**src/hdl/ccl_pkg.sv**
```systemverilog
// Constants, types and helpers for the comparator control logic
package ccl_pkg;

   // Bus geometry
   localparam int ADDR_W = 4;
   localparam int DATA_W = 8;

   // Register offsets
   localparam logic [3:0] OFS_CTRL_A1 = 4'h0;
   localparam logic [3:0] OFS_CTRL_A2 = 4'h1;
   localparam logic [3:0] OFS_CTRL_B1 = 4'h2;
   localparam logic [3:0] OFS_CTRL_B2 = 4'h3;
   localparam logic [3:0] OFS_MIRROR = 4'h4;
   localparam logic [3:0] OFS_IRQ_STATUS = 4'h5;
   localparam logic [3:0] OFS_IRQ_MASK = 4'h6;
   localparam logic [3:0] OFS_PORT = 4'h7;
   localparam logic [3:0] OFS_ANALOG_SEL = 4'h8;
   localparam logic [3:0] OFS_PIN_DIR = 4'h9;

   // Field positions, control register A
   localparam int BIT_ON = 7;
   localparam int BIT_RESULT = 6;
   localparam int BIT_PIN_OE = 5;
   localparam int BIT_INVERT = 4;
   localparam int BIT_SPEED = 2;
   localparam int BIT_HYST = 1;
   localparam int BIT_SYNC = 0;

   // Field positions, control register B
   localparam int BIT_RISE = 7;
   localparam int BIT_FALL = 6;
   localparam int POS_LSB = 4;
   localparam int NEG_LSB = 0;

   // Field positions, mirror and interrupt registers
   localparam int BIT_CMP1 = 0;
   localparam int BIT_CMP2 = 1;

   // Positive channel codes
   localparam logic [1:0] POS_CH_PIN = 2'h0;
   localparam logic [1:0] POS_CH_DAC = 2'h1;
   localparam logic [1:0] POS_CH_FIXED_REF = 2'h2;
   localparam logic [1:0] POS_CH_GROUND = 2'h3;

   // Values after reset
   localparam logic [7:0] CTRL_A_RST = 8'h04;
   localparam logic [7:0] CTRL_B_RST = 8'h00;
   localparam logic [1:0] IRQ_MASK_RST = 2'h0;
   localparam logic [1:0] PIN_DIR_RST = 2'h3;
   localparam logic [7:0] ANALOG_SEL_RST = 8'hff;

   // Timing
   localparam int CLK_PERIOD_NS = 5;
   localparam int INSTR_CYCLE_CLKS = 4;
   localparam logic [1:0] INSTR_CNT_LAST = 2'(INSTR_CYCLE_CLKS - 1);

   typedef struct packed {
      logic cmp_on;
      logic cmp_pin_out_en;
      logic cmp_invert;
      logic cmp_speed_sel;
      logic cmp_hyst_en;
      logic cmp_sync_sel;
   } ccl_ctrl_a_t;

   typedef struct packed {
      logic rise_flag_en;
      logic fall_flag_en;
      logic [1:0] pos_channel_sel;
      logic [1:0] neg_channel_sel;
   } ccl_ctrl_b_t;

   typedef struct packed {
      logic power_on;
      logic speed_sel;
      logic hyst_en;
      logic [3:0] pos_switch;
      logic [3:0] neg_switch;
   } ccl_ana_t;

   function automatic ccl_ctrl_a_t ccl_unpack_a(input logic [7:0] d);
      ccl_ctrl_a_t c;
      c.cmp_on = d[BIT_ON];
      c.cmp_pin_out_en = d[BIT_PIN_OE];
      c.cmp_invert = d[BIT_INVERT];
      c.cmp_speed_sel = d[BIT_SPEED];
      c.cmp_hyst_en = d[BIT_HYST];
      c.cmp_sync_sel = d[BIT_SYNC];
      return c;
   endfunction

   function automatic logic [7:0] ccl_pack_a(input ccl_ctrl_a_t c, input logic res);
      logic [7:0] d;
      d = 8'h00;
      d[BIT_ON] = c.cmp_on;
      d[BIT_RESULT] = res;
      d[BIT_PIN_OE] = c.cmp_pin_out_en;
      d[BIT_INVERT] = c.cmp_invert;
      d[BIT_SPEED] = c.cmp_speed_sel;
      d[BIT_HYST] = c.cmp_hyst_en;
      d[BIT_SYNC] = c.cmp_sync_sel;
      return d;
   endfunction

   function automatic ccl_ctrl_b_t ccl_unpack_b(input logic [7:0] d);
      ccl_ctrl_b_t c;
      c.rise_flag_en = d[BIT_RISE];
      c.fall_flag_en = d[BIT_FALL];
      c.pos_channel_sel = d[POS_LSB +: 2];
      c.neg_channel_sel = d[NEG_LSB +: 2];
      return c;
   endfunction

   function automatic logic [7:0] ccl_pack_b(input ccl_ctrl_b_t c);
      logic [7:0] d;
      d = 8'h00;
      d[BIT_RISE] = c.rise_flag_en;
      d[BIT_FALL] = c.fall_flag_en;
      d[POS_LSB +: 2] = c.pos_channel_sel;
      d[NEG_LSB +: 2] = c.neg_channel_sel;
      return d;
   endfunction

   // Analogue switch select, all open while not enabled
   function automatic logic [3:0] ccl_onehot4(input logic [1:0] sel, input logic en);
      logic [3:0] oh;
      oh = 4'h0;
      oh[sel] = en;
      return oh;
   endfunction

endpackage

```
**src/hdl/ccl_cmp_unit.sv**
```systemverilog
// One comparator: gating, polarity, result latch, edge detect, sync path
`timescale 1ns/10ps
module ccl_cmp_unit (
   // Clock and reset
   input wire logic mclk_in,
   input wire logic rst_n_in,
   // Comparison and configuration
   input wire logic raw_in,
   input wire ccl_pkg::ccl_ctrl_a_t cfg_a_in,
   input wire ccl_pkg::ccl_ctrl_b_t cfg_b_in,
   // Timing strobes
   input wire logic instr_tick_in,
   input wire logic tmr_fall_in,
   // Results
   output logic result_out,
   output logic ext_result_out,
   output logic edge_out
);

   logic live;
   logic result_ff;
   logic ext_ff;
   logic edge_ff;
   logic nxt_edge;

   // Disabled comparator output is invalid, held low before polarity
   assign live = (cfg_a_in.cmp_on & raw_in) ^ cfg_a_in.cmp_invert;

   always_ff @(posedge mclk_in) begin
      if (!rst_n_in) begin
         result_ff <= 1'b0;
      end else if (instr_tick_in) begin
         result_ff <= live;
      end
   end

   // Polarity or enable toggles move live too, so they raise edges
   always_comb begin
      nxt_edge = 1'b0;
      if (instr_tick_in && (live != result_ff)) begin
         nxt_edge = (live & cfg_b_in.rise_flag_en) | (~live & cfg_b_in.fall_flag_en);
      end
   end

   always_ff @(posedge mclk_in) begin
      if (!rst_n_in) begin
         edge_ff <= 1'b0;
      end else begin
         edge_ff <= nxt_edge;
      end
   end

   // Unsynchronised path still passes one flop, tracking every clock
   always_ff @(posedge mclk_in) begin
      if (!rst_n_in) begin
         ext_ff <= 1'b0;
      end else if (!cfg_a_in.cmp_sync_sel || tmr_fall_in) begin
         ext_ff <= live;
      end
   end

   assign result_out = result_ff;
   assign ext_result_out = ext_ff;
   assign edge_out = edge_ff;

endmodule // ccl_cmp_unit

```
**src/hdl/ccl_top.sv**
```systemverilog
// Comparator control logic: registers, two comparators, pins and interrupt
//
// Chosen here: the plain strobed port and the register offsets.
`timescale 1ns/10ps
module ccl_top (
   // Clock and reset
   input wire logic mclk_in,
   input wire logic rst_n_in,
   // Register port
   input wire logic [3:0] addr_in,
   input wire logic [7:0] wr_data_in,
   input wire logic wr_en_in,
   input wire logic rd_en_in,
   output logic [7:0] rd_data_out,
   // Analogue comparison outcomes
   input wire logic [1:0] cmp_raw_in,
   // Timer clock source and timer gate results
   input wire logic timer_clk_in,
   output logic [1:0] timer_gate_src_out,
   // Port pins
   input wire logic [7:0] port_pins_in,
   output logic [1:0] cmp_pin_out,
   output logic [1:0] cmp_pin_oe_out,
   // Analogue front-end control
   output ccl_pkg::ccl_ana_t [1:0] ana_ctrl_out,
   // Interrupt
   output logic irq_out
);

   localparam int SYNC_W = 11;

   // Synchroniser chain: pins, raw comparisons, timer clock
   logic [SYNC_W-1:0] sync_in;
   logic [SYNC_W-1:0] sync1_ff;
   logic [SYNC_W-1:0] sync2_ff;
   logic [SYNC_W-1:0] sync3_ff;
   logic [SYNC_W-1:0] stable_ff;
   logic [SYNC_W-1:0] nxt_stable;
   logic [7:0] pins_stable;
   logic [1:0] raw_stable;
   logic tmr_stable;
   logic tmr_prev_ff;
   logic tmr_fall;

   // Instruction cycle timing
   logic [1:0] instr_cnt_ff;
   logic instr_tick_ff;

   // Registers
   ccl_pkg::ccl_ctrl_a_t [1:0] ctrl_a_ff;
   ccl_pkg::ccl_ctrl_b_t [1:0] ctrl_b_ff;
   logic [1:0] irq_status_ff;
   logic [1:0] nxt_irq_status;
   logic [1:0] irq_mask_ff;
   logic [1:0] pin_dir_ff;
   logic [7:0] analog_sel_ff;
   logic [7:0] rd_data_ff;
   logic [7:0] nxt_rd_data;
   logic irq_ff;

   // Comparator results
   logic [1:0] result;
   logic [1:0] ext_result;
   logic [1:0] edge_evt;

   // Outputs
   logic [1:0] pin_ff;
   logic [1:0] pin_oe_ff;
   logic [1:0] gate_src_ff;
   ccl_pkg::ccl_ana_t [1:0] ana_ff;

   // Write decode
   logic wr_ctrl_a1;
   logic wr_ctrl_a2;
   logic wr_ctrl_b1;
   logic wr_ctrl_b2;
   logic wr_irq_status;
   logic wr_irq_mask;
   logic wr_analog_sel;
   logic wr_pin_dir;

   assign sync_in = {timer_clk_in, cmp_raw_in, port_pins_in};

   // Three stages; the first is read only by the second
   always_ff @(posedge mclk_in) begin
      if (!rst_n_in) begin
         sync1_ff <= '0;
         sync2_ff <= '0;
         sync3_ff <= '0;
      end else begin
         sync1_ff <= sync_in;
         sync2_ff <= sync1_ff;
         sync3_ff <= sync2_ff;
      end
   end

   // A bit moves only once stages two and three agree
   always_comb begin
      nxt_stable = (sync2_ff & sync3_ff) | (stable_ff & (sync2_ff ^ sync3_ff));
   end

   always_ff @(posedge mclk_in) begin
      if (!rst_n_in) begin
         stable_ff <= '0;
      end else begin
         stable_ff <= nxt_stable;
      end
   end

   assign pins_stable = stable_ff[7:0];
   assign raw_stable = stable_ff[9:8];
   assign tmr_stable = stable_ff[10];

   // Falling edge of the timer clock source
   always_ff @(posedge mclk_in) begin
      if (!rst_n_in) begin
         tmr_prev_ff <= 1'b0;
      end else begin
         tmr_prev_ff <= tmr_stable;
      end
   end

   assign tmr_fall = tmr_prev_ff & ~tmr_stable;

   // One tick per instruction cycle
   always_ff @(posedge mclk_in) begin
      if (!rst_n_in) begin
         instr_cnt_ff <= 2'h0;
         instr_tick_ff <= 1'b0;
      end else begin
         if (instr_cnt_ff == ccl_pkg::INSTR_CNT_LAST) begin
            instr_cnt_ff <= 2'h0;
         end else begin
            instr_cnt_ff <= instr_cnt_ff + 2'h1;
         end
         instr_tick_ff <= (instr_cnt_ff == ccl_pkg::INSTR_CNT_LAST);
      end
   end

   assign wr_ctrl_a1 = wr_en_in && (addr_in == ccl_pkg::OFS_CTRL_A1);
   assign wr_ctrl_a2 = wr_en_in && (addr_in == ccl_pkg::OFS_CTRL_A2);
   assign wr_ctrl_b1 = wr_en_in && (addr_in == ccl_pkg::OFS_CTRL_B1);
   assign wr_ctrl_b2 = wr_en_in && (addr_in == ccl_pkg::OFS_CTRL_B2);
   assign wr_irq_status = wr_en_in && (addr_in == ccl_pkg::OFS_IRQ_STATUS);
   assign wr_irq_mask = wr_en_in && (addr_in == ccl_pkg::OFS_IRQ_MASK);
   assign wr_analog_sel = wr_en_in && (addr_in == ccl_pkg::OFS_ANALOG_SEL);
   assign wr_pin_dir = wr_en_in && (addr_in == ccl_pkg::OFS_PIN_DIR);

   // Control A; result and bit 3 are not stored, so writes to them vanish
   always_ff @(posedge mclk_in) begin
      if (!rst_n_in) begin
         ctrl_a_ff[0] <= ccl_pkg::ccl_unpack_a(ccl_pkg::CTRL_A_RST);
         ctrl_a_ff[1] <= ccl_pkg::ccl_unpack_a(ccl_pkg::CTRL_A_RST);
      end else begin
         if (wr_ctrl_a1) begin
            ctrl_a_ff[0] <= ccl_pkg::ccl_unpack_a(wr_data_in);
         end
         if (wr_ctrl_a2) begin
            ctrl_a_ff[1] <= ccl_pkg::ccl_unpack_a(wr_data_in);
         end
      end
   end

   // Control B; bits 3:2 are not stored
   always_ff @(posedge mclk_in) begin
      if (!rst_n_in) begin
         ctrl_b_ff[0] <= ccl_pkg::ccl_unpack_b(ccl_pkg::CTRL_B_RST);
         ctrl_b_ff[1] <= ccl_pkg::ccl_unpack_b(ccl_pkg::CTRL_B_RST);
      end else begin
         if (wr_ctrl_b1) begin
            ctrl_b_ff[0] <= ccl_pkg::ccl_unpack_b(wr_data_in);
         end
         if (wr_ctrl_b2) begin
            ctrl_b_ff[1] <= ccl_pkg::ccl_unpack_b(wr_data_in);
         end
      end
   end

   // Pin direction: 1 is input, so pins start undriven
   always_ff @(posedge mclk_in) begin
      if (!rst_n_in) begin
         pin_dir_ff <= ccl_pkg::PIN_DIR_RST;
      end else if (wr_pin_dir) begin
         pin_dir_ff <= wr_data_in[1:0];
      end
   end

   // Analogue input select per port pin
   always_ff @(posedge mclk_in) begin
      if (!rst_n_in) begin
         analog_sel_ff <= ccl_pkg::ANALOG_SEL_RST;
      end else if (wr_analog_sel) begin
         analog_sel_ff <= wr_data_in;
      end
   end

   ccl_cmp_unit u_cmp1 (
      .mclk_in(mclk_in),
      .rst_n_in(rst_n_in),
      .raw_in(raw_stable[0]),
      .cfg_a_in(ctrl_a_ff[0]),
      .cfg_b_in(ctrl_b_ff[0]),
      .instr_tick_in(instr_tick_ff),
      .tmr_fall_in(tmr_fall),
      .result_out(result[0]),
      .ext_result_out(ext_result[0]),
      .edge_out(edge_evt[0])
   );

   ccl_cmp_unit u_cmp2 (
      .mclk_in(mclk_in),
      .rst_n_in(rst_n_in),
      .raw_in(raw_stable[1]),
      .cfg_a_in(ctrl_a_ff[1]),
      .cfg_b_in(ctrl_b_ff[1]),
      .instr_tick_in(instr_tick_ff),
      .tmr_fall_in(tmr_fall),
      .result_out(result[1]),
      .ext_result_out(ext_result[1]),
      .edge_out(edge_evt[1])
   );

   // Sticky edge flags; an edge in the clearing cycle wins
   always_comb begin
      nxt_irq_status = irq_status_ff;
      if (wr_irq_status) begin
         nxt_irq_status = irq_status_ff & ~wr_data_in[1:0];
      end
      nxt_irq_status = nxt_irq_status | edge_evt;
   end

   always_ff @(posedge mclk_in) begin
      if (!rst_n_in) begin
         irq_status_ff <= 2'h0;
      end else begin
         irq_status_ff <= nxt_irq_status;
      end
   end

   always_ff @(posedge mclk_in) begin
      if (!rst_n_in) begin
         irq_mask_ff <= ccl_pkg::IRQ_MASK_RST;
      end else if (wr_irq_mask) begin
         irq_mask_ff <= wr_data_in[1:0];
      end
   end

   // Level output, from the next flags, in step with the status register
   always_ff @(posedge mclk_in) begin
      if (!rst_n_in) begin
         irq_ff <= 1'b0;
      end else begin
         irq_ff <= |(nxt_irq_status & irq_mask_ff);
      end
   end

   // Pin routing ignores the enable bit; the pin output enable and direction together gate the driver
   always_ff @(posedge mclk_in) begin
      if (!rst_n_in) begin
         pin_ff <= 2'h0;
         pin_oe_ff <= 2'h0;
      end else begin
         for (int i = 0; i < 2; i++) begin
            pin_ff[i] <= ctrl_a_ff[i].cmp_pin_out_en & ext_result[i];
            pin_oe_ff[i] <= ctrl_a_ff[i].cmp_pin_out_en & ~pin_dir_ff[i];
         end
      end
   end

   always_ff @(posedge mclk_in) begin
      if (!rst_n_in) begin
         gate_src_ff <= 2'h0;
      end else begin
         gate_src_ff <= ext_result;
      end
   end

   // Analogue front end; switches open while disabled
   always_ff @(posedge mclk_in) begin
      if (!rst_n_in) begin
         ana_ff <= '0;
      end else begin
         for (int i = 0; i < 2; i++) begin
            ana_ff[i].power_on <= ctrl_a_ff[i].cmp_on;
            ana_ff[i].speed_sel <= ctrl_a_ff[i].cmp_speed_sel;
            ana_ff[i].hyst_en <= ctrl_a_ff[i].cmp_hyst_en;
            ana_ff[i].pos_switch <= ccl_pkg::ccl_onehot4(ctrl_b_ff[i].pos_channel_sel,
               ctrl_a_ff[i].cmp_on);
            ana_ff[i].neg_switch <= ccl_pkg::ccl_onehot4(ctrl_b_ff[i].neg_channel_sel,
               ctrl_a_ff[i].cmp_on);
         end
      end
   end

   // Read mux; unmapped offsets read zero
   always_comb begin
      nxt_rd_data = 8'h00;
      if (rd_en_in) begin
         case (addr_in)
            ccl_pkg::OFS_CTRL_A1: begin
               nxt_rd_data = ccl_pkg::ccl_pack_a(ctrl_a_ff[0], result[0]);
            end
            ccl_pkg::OFS_CTRL_A2: begin
               nxt_rd_data = ccl_pkg::ccl_pack_a(ctrl_a_ff[1], result[1]);
            end
            ccl_pkg::OFS_CTRL_B1: begin
               nxt_rd_data = ccl_pkg::ccl_pack_b(ctrl_b_ff[0]);
            end
            ccl_pkg::OFS_CTRL_B2: begin
               nxt_rd_data = ccl_pkg::ccl_pack_b(ctrl_b_ff[1]);
            end
            ccl_pkg::OFS_MIRROR: begin
               nxt_rd_data[ccl_pkg::BIT_CMP1] = result[0];
               nxt_rd_data[ccl_pkg::BIT_CMP2] = result[1];
            end
            ccl_pkg::OFS_IRQ_STATUS: begin
               nxt_rd_data[1:0] = irq_status_ff;
            end
            ccl_pkg::OFS_IRQ_MASK: begin
               nxt_rd_data[1:0] = irq_mask_ff;
            end
            ccl_pkg::OFS_PORT: begin
               nxt_rd_data = pins_stable & ~analog_sel_ff;
            end
            ccl_pkg::OFS_ANALOG_SEL: begin
               nxt_rd_data = analog_sel_ff;
            end
            ccl_pkg::OFS_PIN_DIR: begin
               nxt_rd_data[1:0] = pin_dir_ff;
            end
            default: begin
               nxt_rd_data = 8'h00;
            end
         endcase
      end
   end

   // Data stand only in the cycle after the strobe
   always_ff @(posedge mclk_in) begin
      if (!rst_n_in) begin
         rd_data_ff <= 8'h00;
      end else begin
         rd_data_ff <= nxt_rd_data;
      end
   end

   assign rd_data_out = rd_data_ff;
   assign timer_gate_src_out = gate_src_ff;
   assign cmp_pin_out = pin_ff;
   assign cmp_pin_oe_out = pin_oe_ff;
   assign ana_ctrl_out = ana_ff;
   assign irq_out = irq_ff;

endmodule // ccl_top

```
**config.mk**
```make
export PLATFORM = sky130hd
export DESIGN_NAME = ccl_top
export DESIGN_NICKNAME = d
export VERILOG_FILES = /design/src/hdl/ccl_pkg.sv /design/src/hdl/ccl_cmp_unit.sv /design/src/hdl/ccl_top.sv
export SDC_FILE = /design/constraint.sdc
export NUM_CORES = 1
export LEC_CHECK = 0
export BUFFER_PORTS_ARGS = -buffer_cell sky130_fd_sc_hd__buf_2
export CAP_MARGIN = 20
export CORE_MARGIN = 10
export CORE_UTILIZATION = 35
export CTS_CLUSTER_DIAMETER = 200
export CTS_CLUSTER_SIZE = 12
export DETAILED_ROUTE_END_ITERATION = 7
export PLACE_DENSITY = 0.61
export SLEW_MARGIN = 20
export SYNTH_ARGS = -nofsm -noshare
export SYNTH_HDL_FRONTEND = slang
export SYNTH_SLANG_ARGS = --single-unit
```
**constraint.sdc**
```tcl
create_clock -name mclk_in -period 3.44 [get_ports mclk_in]
set_input_delay 0 -clock mclk_in [delete_from_list [all_inputs] [get_ports mclk_in]]
set_output_delay 0 -clock mclk_in [all_outputs]
set_load 0.05 [all_outputs]
```
After elaboration in Yosys (flattened, before gate mapping) --
Index checks and enable logic that the tools add are counted.
Storage, ports and cells: flip-flop bits (word level) 129, latch bits 0, bits in writable memories 0, bits in read-only memories 0, input bits 27, output and inout port bits 37, word-level logic and storage cells 143, memories kept 0
Operators by class: add/subtract/negate cells 1, $mul 0, div/mod/pow operators 0, order comparisons 8, eq/ne operators 12, shift operators 0, multiplexer cells 11, bitwise logic cells 35, reduce and logical (&&, ||, !) cells 24
Operators by type and width (count):
- $pmux W6 S6 | 1
- $and A11 B11 Y11 | 2
- $pmux W2 S10 | 1
- $and A4 B4 Y4 | 4
- $eq A4 B3 Y1 const B | 4
- $logic_and A1 B1 Y1 | 14
- $lt A2 B3 Y1 const B | 4
- $and A1 B1 Y1 | 11
- $or A11 B11 Y11 | 1
- $xor A11 B11 Y11 | 1
- $and A8 B8 Y8 | 1
- $demux W1 S2 | 4
- $eq A4 B2 Y1 const B | 2
- $eq A4 B4 Y1 const B | 2
- $ge A2 B1 Y1 const B | 4
- $not A8 Y8 | 1
- $not A1 Y1 | 6
- $reduce_and A2 Y1 | 3
- $and A2 B2 Y2 | 2
- $eq A4 B1 Y1 const B | 1
- $logic_not A4 Y1 | 1
- $mux W1 | 4
- $reduce_or A2 Y1 | 2
- $add A2 B1 Y2 const B | 1
- 9 further kinds | 14

Longest topological paths before layout --
depth after elaboration 6, mapped depth 6, depth with buffers taken out 4

Cells and area by module --
Synthesis repeated with hierarchy kept, for this count alone.
Unflattened totals: cell total of the unflattened synthesis 466, area total of the unflattened synthesis 4764.6 µm²
By module, submodules not included:
- ccl_top | times used 1, cells each 440, area an instance 4501.8 µm², seq. area each 2462.4 µm²
- ccl_cmp_unit | times used 2, cells each 13, area an instance 131.4 µm², seq. area each 60.1 µm²

Worst setup path before layout --
OpenSTA, ideal clock, no wires.
path type register to register, start point reg ctrl_b_ff[3] in the netlist's numbering, end point reg rd_data_ff[5] (netlist: rd_data_out[5]), library setup time 0.131 ns, arrival time 1.104 ns, slack 2.205 ns, cell stages (with the launch flop) 5, path buffers 0, period minus slack after synthesis 1.235 ns, cell sequence dfxtp_1 mux2_2 a22o_1 a222oi_1 nor2_1
On the way: longest elaborated chain between the ends 1
RTL lines:
- start, declared | RTL line ccl_top.sv:51 | ccl_pkg::ccl_ctrl_b_t [1:0] ctrl_b_ff;
- $pmux W6 S6 | RTL line ccl_top.sv:299 | case (addr_in)
- end signal, assigned | RTL line ccl_top.sv:343 | rd_data_ff <= nxt_rd_data;
- end, declared | RTL line ccl_top.sv:57 | logic [7:0] rd_data_ff;
Every way passes these cells. A chain may end at the register's enable or synchronous reset.

Final worst setup path --
start point in addr_in[0], end point reg analog_sel_ff[4]
On the way: longest elaborated chain between the ends 2
RTL lines:
- start, declared | RTL line ccl_top.sv:10 | input wire logic [3:0] addr_in,
- $eq A4 B4 Y1 | RTL line ccl_top.sv:146 | assign wr_analog_sel = wr_en_in && (addr_in == ccl_pkg::OFS_ANALOG_SEL);
- $logic_and A1 B1 Y1 | RTL line ccl_top.sv:146
- end signal, assigned | RTL line ccl_top.sv:191 | analog_sel_ff <= ccl_pkg::ANALOG_SEL_RST;
- end signal, assigned | RTL line ccl_top.sv:193 | analog_sel_ff <= wr_data_in;
- end, declared | RTL line ccl_top.sv:56 | logic [7:0] analog_sel_ff;
Every way passes these cells.

==> impl_metrics.tcl <==
set metrics [dict create \
    nets 568 \
    setup_tns_ns 0 \
    die_y_um 137 \
    worstPathMaxFanout 23 \
    finalWeightedCongestion 0.797 \
    worstMarginPinSlew_ns 0.879 \
    synth_edf_count 0 \
    area_growth_pct 25.6 \
    critPathCaptureType "flip-flop" \
    outcome "finished, final reports clean" \
    track_usage 0.122 \
    ctsResizeCount 0 \
    htreeDepth 4 \
    grt_pass1_vias 3363 \
    cp_common_cell "nand2_1" \
    slew_headroom 0.414 \
    fillers 1278 \
    ios 64 \
    diodes 0 \
    drive_gt1_frac 0.208 \
    power.density_mw_per_mm2 605 \
    drv_cap 0 \
    syn_area_mm2 0.00481 \
    start_util 0.361 \
    post-place-ws_ns 1.68 \
    cp-start-kind "input port" \
    placementRows 42 \
    drt_iter0_drc 207 \
    routed_wl_um 10800 \
    crit_path_max_incr_delay_ns 0.75 \
    syn_area_per_cell_um2 10.7 \
    viasPerCell 4.69 \
    maxSlewViolCount 0 \
    core_mm2 0.0133 \
    cp_slowest_cell "nor4b_4" \
    numPortBuffers 63 \
    drc_errors 0 \
    finalNonFillerCells 718 \
    layout_setup_ws_ns 2.08 \
    whs_ns 0.0425 \
    syn-num-nets 488 \
    dieArea_mm2 0.0188 \
    vdd_drop_max_v 0.000333 \
    cp_cell_sequence "buf_2 > nor4b_4 > nand2_1 > nand2_1 > nand3_1" \
    grt_pass1_wl_um 17800 \
    cts.sinks 129 \
    period_minus_slack_ns 1.36 \
    dp_cells 666 \
    p_leak_uw 0.00269 \
    hp-class "input port to flip-flop" \
    worst_ep_arrival_time_ns 1.62 \
    ys_seq_elements 129 \
    grt_max_degree 58 \
    dp_hpwl_um 7560 \
    worstSkewPairLatency_ns 0.42 \
    hold_depth 3 \
    cts_root_buffer "clkbuf_16" \
    rsz0062_at_grt "no" \
    gr-total-overflow 0 \
    die_x_um 137 \
    max-clock-path-buffers 2 \
    cts_tree "built" \
    syn_inst 449 \
    synth-async-reset-ratio 0 \
    seq_area_frac_synth 0.537 \
    clock_skew_ns 0.00695 \
    post_cts.repair.setup_buffers 0 \
    rr_worst_depth 4 \
    hold_viol 0 \
    critPathKind "input port to flip-flop" \
    timing.fmax_mhz 735 \
    holdBufCountCts 20 \
    fin_crit_sh 0.395 \
    clkTransAtPathRegs_ns 0.06 \
    cts_made_buffers 17 \
    required_ns 3.70 \
    synth_ff_type "dfxtp_1" \
    yosysWarnings 0 \
    antenna_found_initial 0 \
    routedWlPerCell_um 15.1 \
    synth_cell_types 49 \
    num_vias 3369 \
    drt.antenna.violating_nets 0 \
    dr.pass1.iters 5 \
    setup_viol 0 \
]
==> flip-flops by register name (all words and copies together) (netlist names), 2 cells and up <==
name,cells
ana_ctrl_out,22
ctrl_a_ff,12
ctrl_b_ff,12
stable_ff,11
sync1_ff,11
sync2_ff,11
sync3_ff,11
analog_sel_ff,8
rd_data_out,8
cmp_pin_oe_out,2
cmp_pin_out,2
instr_cnt_ff,2
irq_mask_ff,2
irq_status_ff,2
pin_dir_ff,2
timer_gate_src_out,2
==> layout make-up <==
class	instances	area, µm²	area share
Tap cell	176	220	0.0364
Sequential cell	129	2580	0.427
Inverter	2	7.51	0.00124
Clock inverter	15	220	0.0364
Timing Repair Buffer	84	523	0.0865
Multi-Input combinational cell	295	2070	0.342
Clock buffer	17	425	0.0704
==> logic make-up (layout without fill, tap and decap cells) <==
kind of cell / after synthesis / after routing / share of synthesized area
mux: 37 / 37 / 0.0879
buf+inv: 25 / 118 / 0.0338
compound gates: 44 / 44 / 0.0606
xor+xnor: 2 / 2 / 0.00364
flops: 129 / 129 / 0.537
fa+ha+maj: 12 / 12 / 0.0312
simple gates: 200 / 200 / 0.246
==> path summary, 6_finish.rpt <==
kind	slack, ns	startpoint	to
worst max register to register	2.08	ctrl_a_ff[11]	u_cmp2.edge_out
worst min register to register	0.43	sync1_ff[2]	sync2_ff[2]
worst min-delay path	0.04	wr_en_in	analog_sel_ff[2]
worst max-delay path	2.08	addr_in[0]	analog_sel_ff[4]
==> worst max-delay path: cells and delay by family <==
kind,cells,cell delay (ns)
buf+inv,1,0.27
simple gates,4,1.33
==> through the flow <==
| step | power [µW] | util | instance area, µm² |
|---|---|---|---|
| 2_1_floorplan | 1680 | - | 4810 |
| 3_3_place_gp | 1720 | 0.390 | 5200 |
| 3_5_place_dp | 1720 | 0.390 | 5200 |
| 4_1_cts | 3700 | 0.453 | 6050 |
| 5_1_grt | 3780 | 0.453 | 6050 |
| 6_report | 3660 | 0.453 | 6050 |
==> metal layers <==
layer | wire length [µm] | GRT usage
met1 | 5010 | 0.152
met2 | 4890 | 0.181
met3 | 698 | 0.0390
met5 | 0 | 0
met4 | 246 | 0.0708
==> cell usage after synthesis (2+ instances only) <==
cell      count  share of area
a21oi_1      17          0.018
a22o_1        3         0.0055
a31oi_1       7         0.0091
and2_1       41          0.053
and2b_2       3         0.0055
and3_1        8          0.010
buf_2         3         0.0031
buf_6         4         0.0094
clkbuf_1     12         0.0094
clkbuf_8      2         0.0057
dfxtp_1     129           0.54
ha_1         12          0.031
inv_1         2         0.0016
mux2_2        3         0.0070
mux2i_1      31          0.064
mux4_1        3          0.016
nand2_1      44          0.034
nand2b_1      2         0.0026
nand3_1      19          0.020
nand3_2       3         0.0062
nand3b_1      6         0.0094
nor2_1        8         0.0062
nor2b_1      38          0.049
nor3_1        6         0.0062
nor3b_1      11          0.017
o211a_1       4         0.0083
o21ai_0       5         0.0052
xor2_1        2         0.0036
==> power breakdown <==
group          switching, µW  leakage [µW]  internal (µW)
combinational           92.0       0.00133           74.1
sequential              15.9       0.00105           1520
clock                    714      0.000314           1240
total                    822       0.00269           2840
==> cell usage in the layout, fill, tap and decap left out, types with 4 or more instances in the layout <==
| master | count |
|---|---|
| dfxtp_1 | 129 |
| buf_2 | 63 |
| nand2_1 | 44 |
| and2_1 | 41 |
| nor2b_1 | 38 |
| mux2i_1 | 31 |
| dlygate4sd3_1 | 20 |
| nand3_1 | 19 |
| a21oi_1 | 17 |
| clkbuf_16 | 17 |
| ha_1 | 12 |
| nor3b_1 | 11 |
| and3_1 | 8 |
| nor2_1 | 8 |
| a31oi_1 | 7 |
| nand3b_1 | 6 |
| nor3_1 | 6 |
| inv_6 | 6 |
| o21ai_0 | 5 |
| o211a_1 | 4 |
| bufinv_16 | 4 |
(Power assumes the default switching activity.)
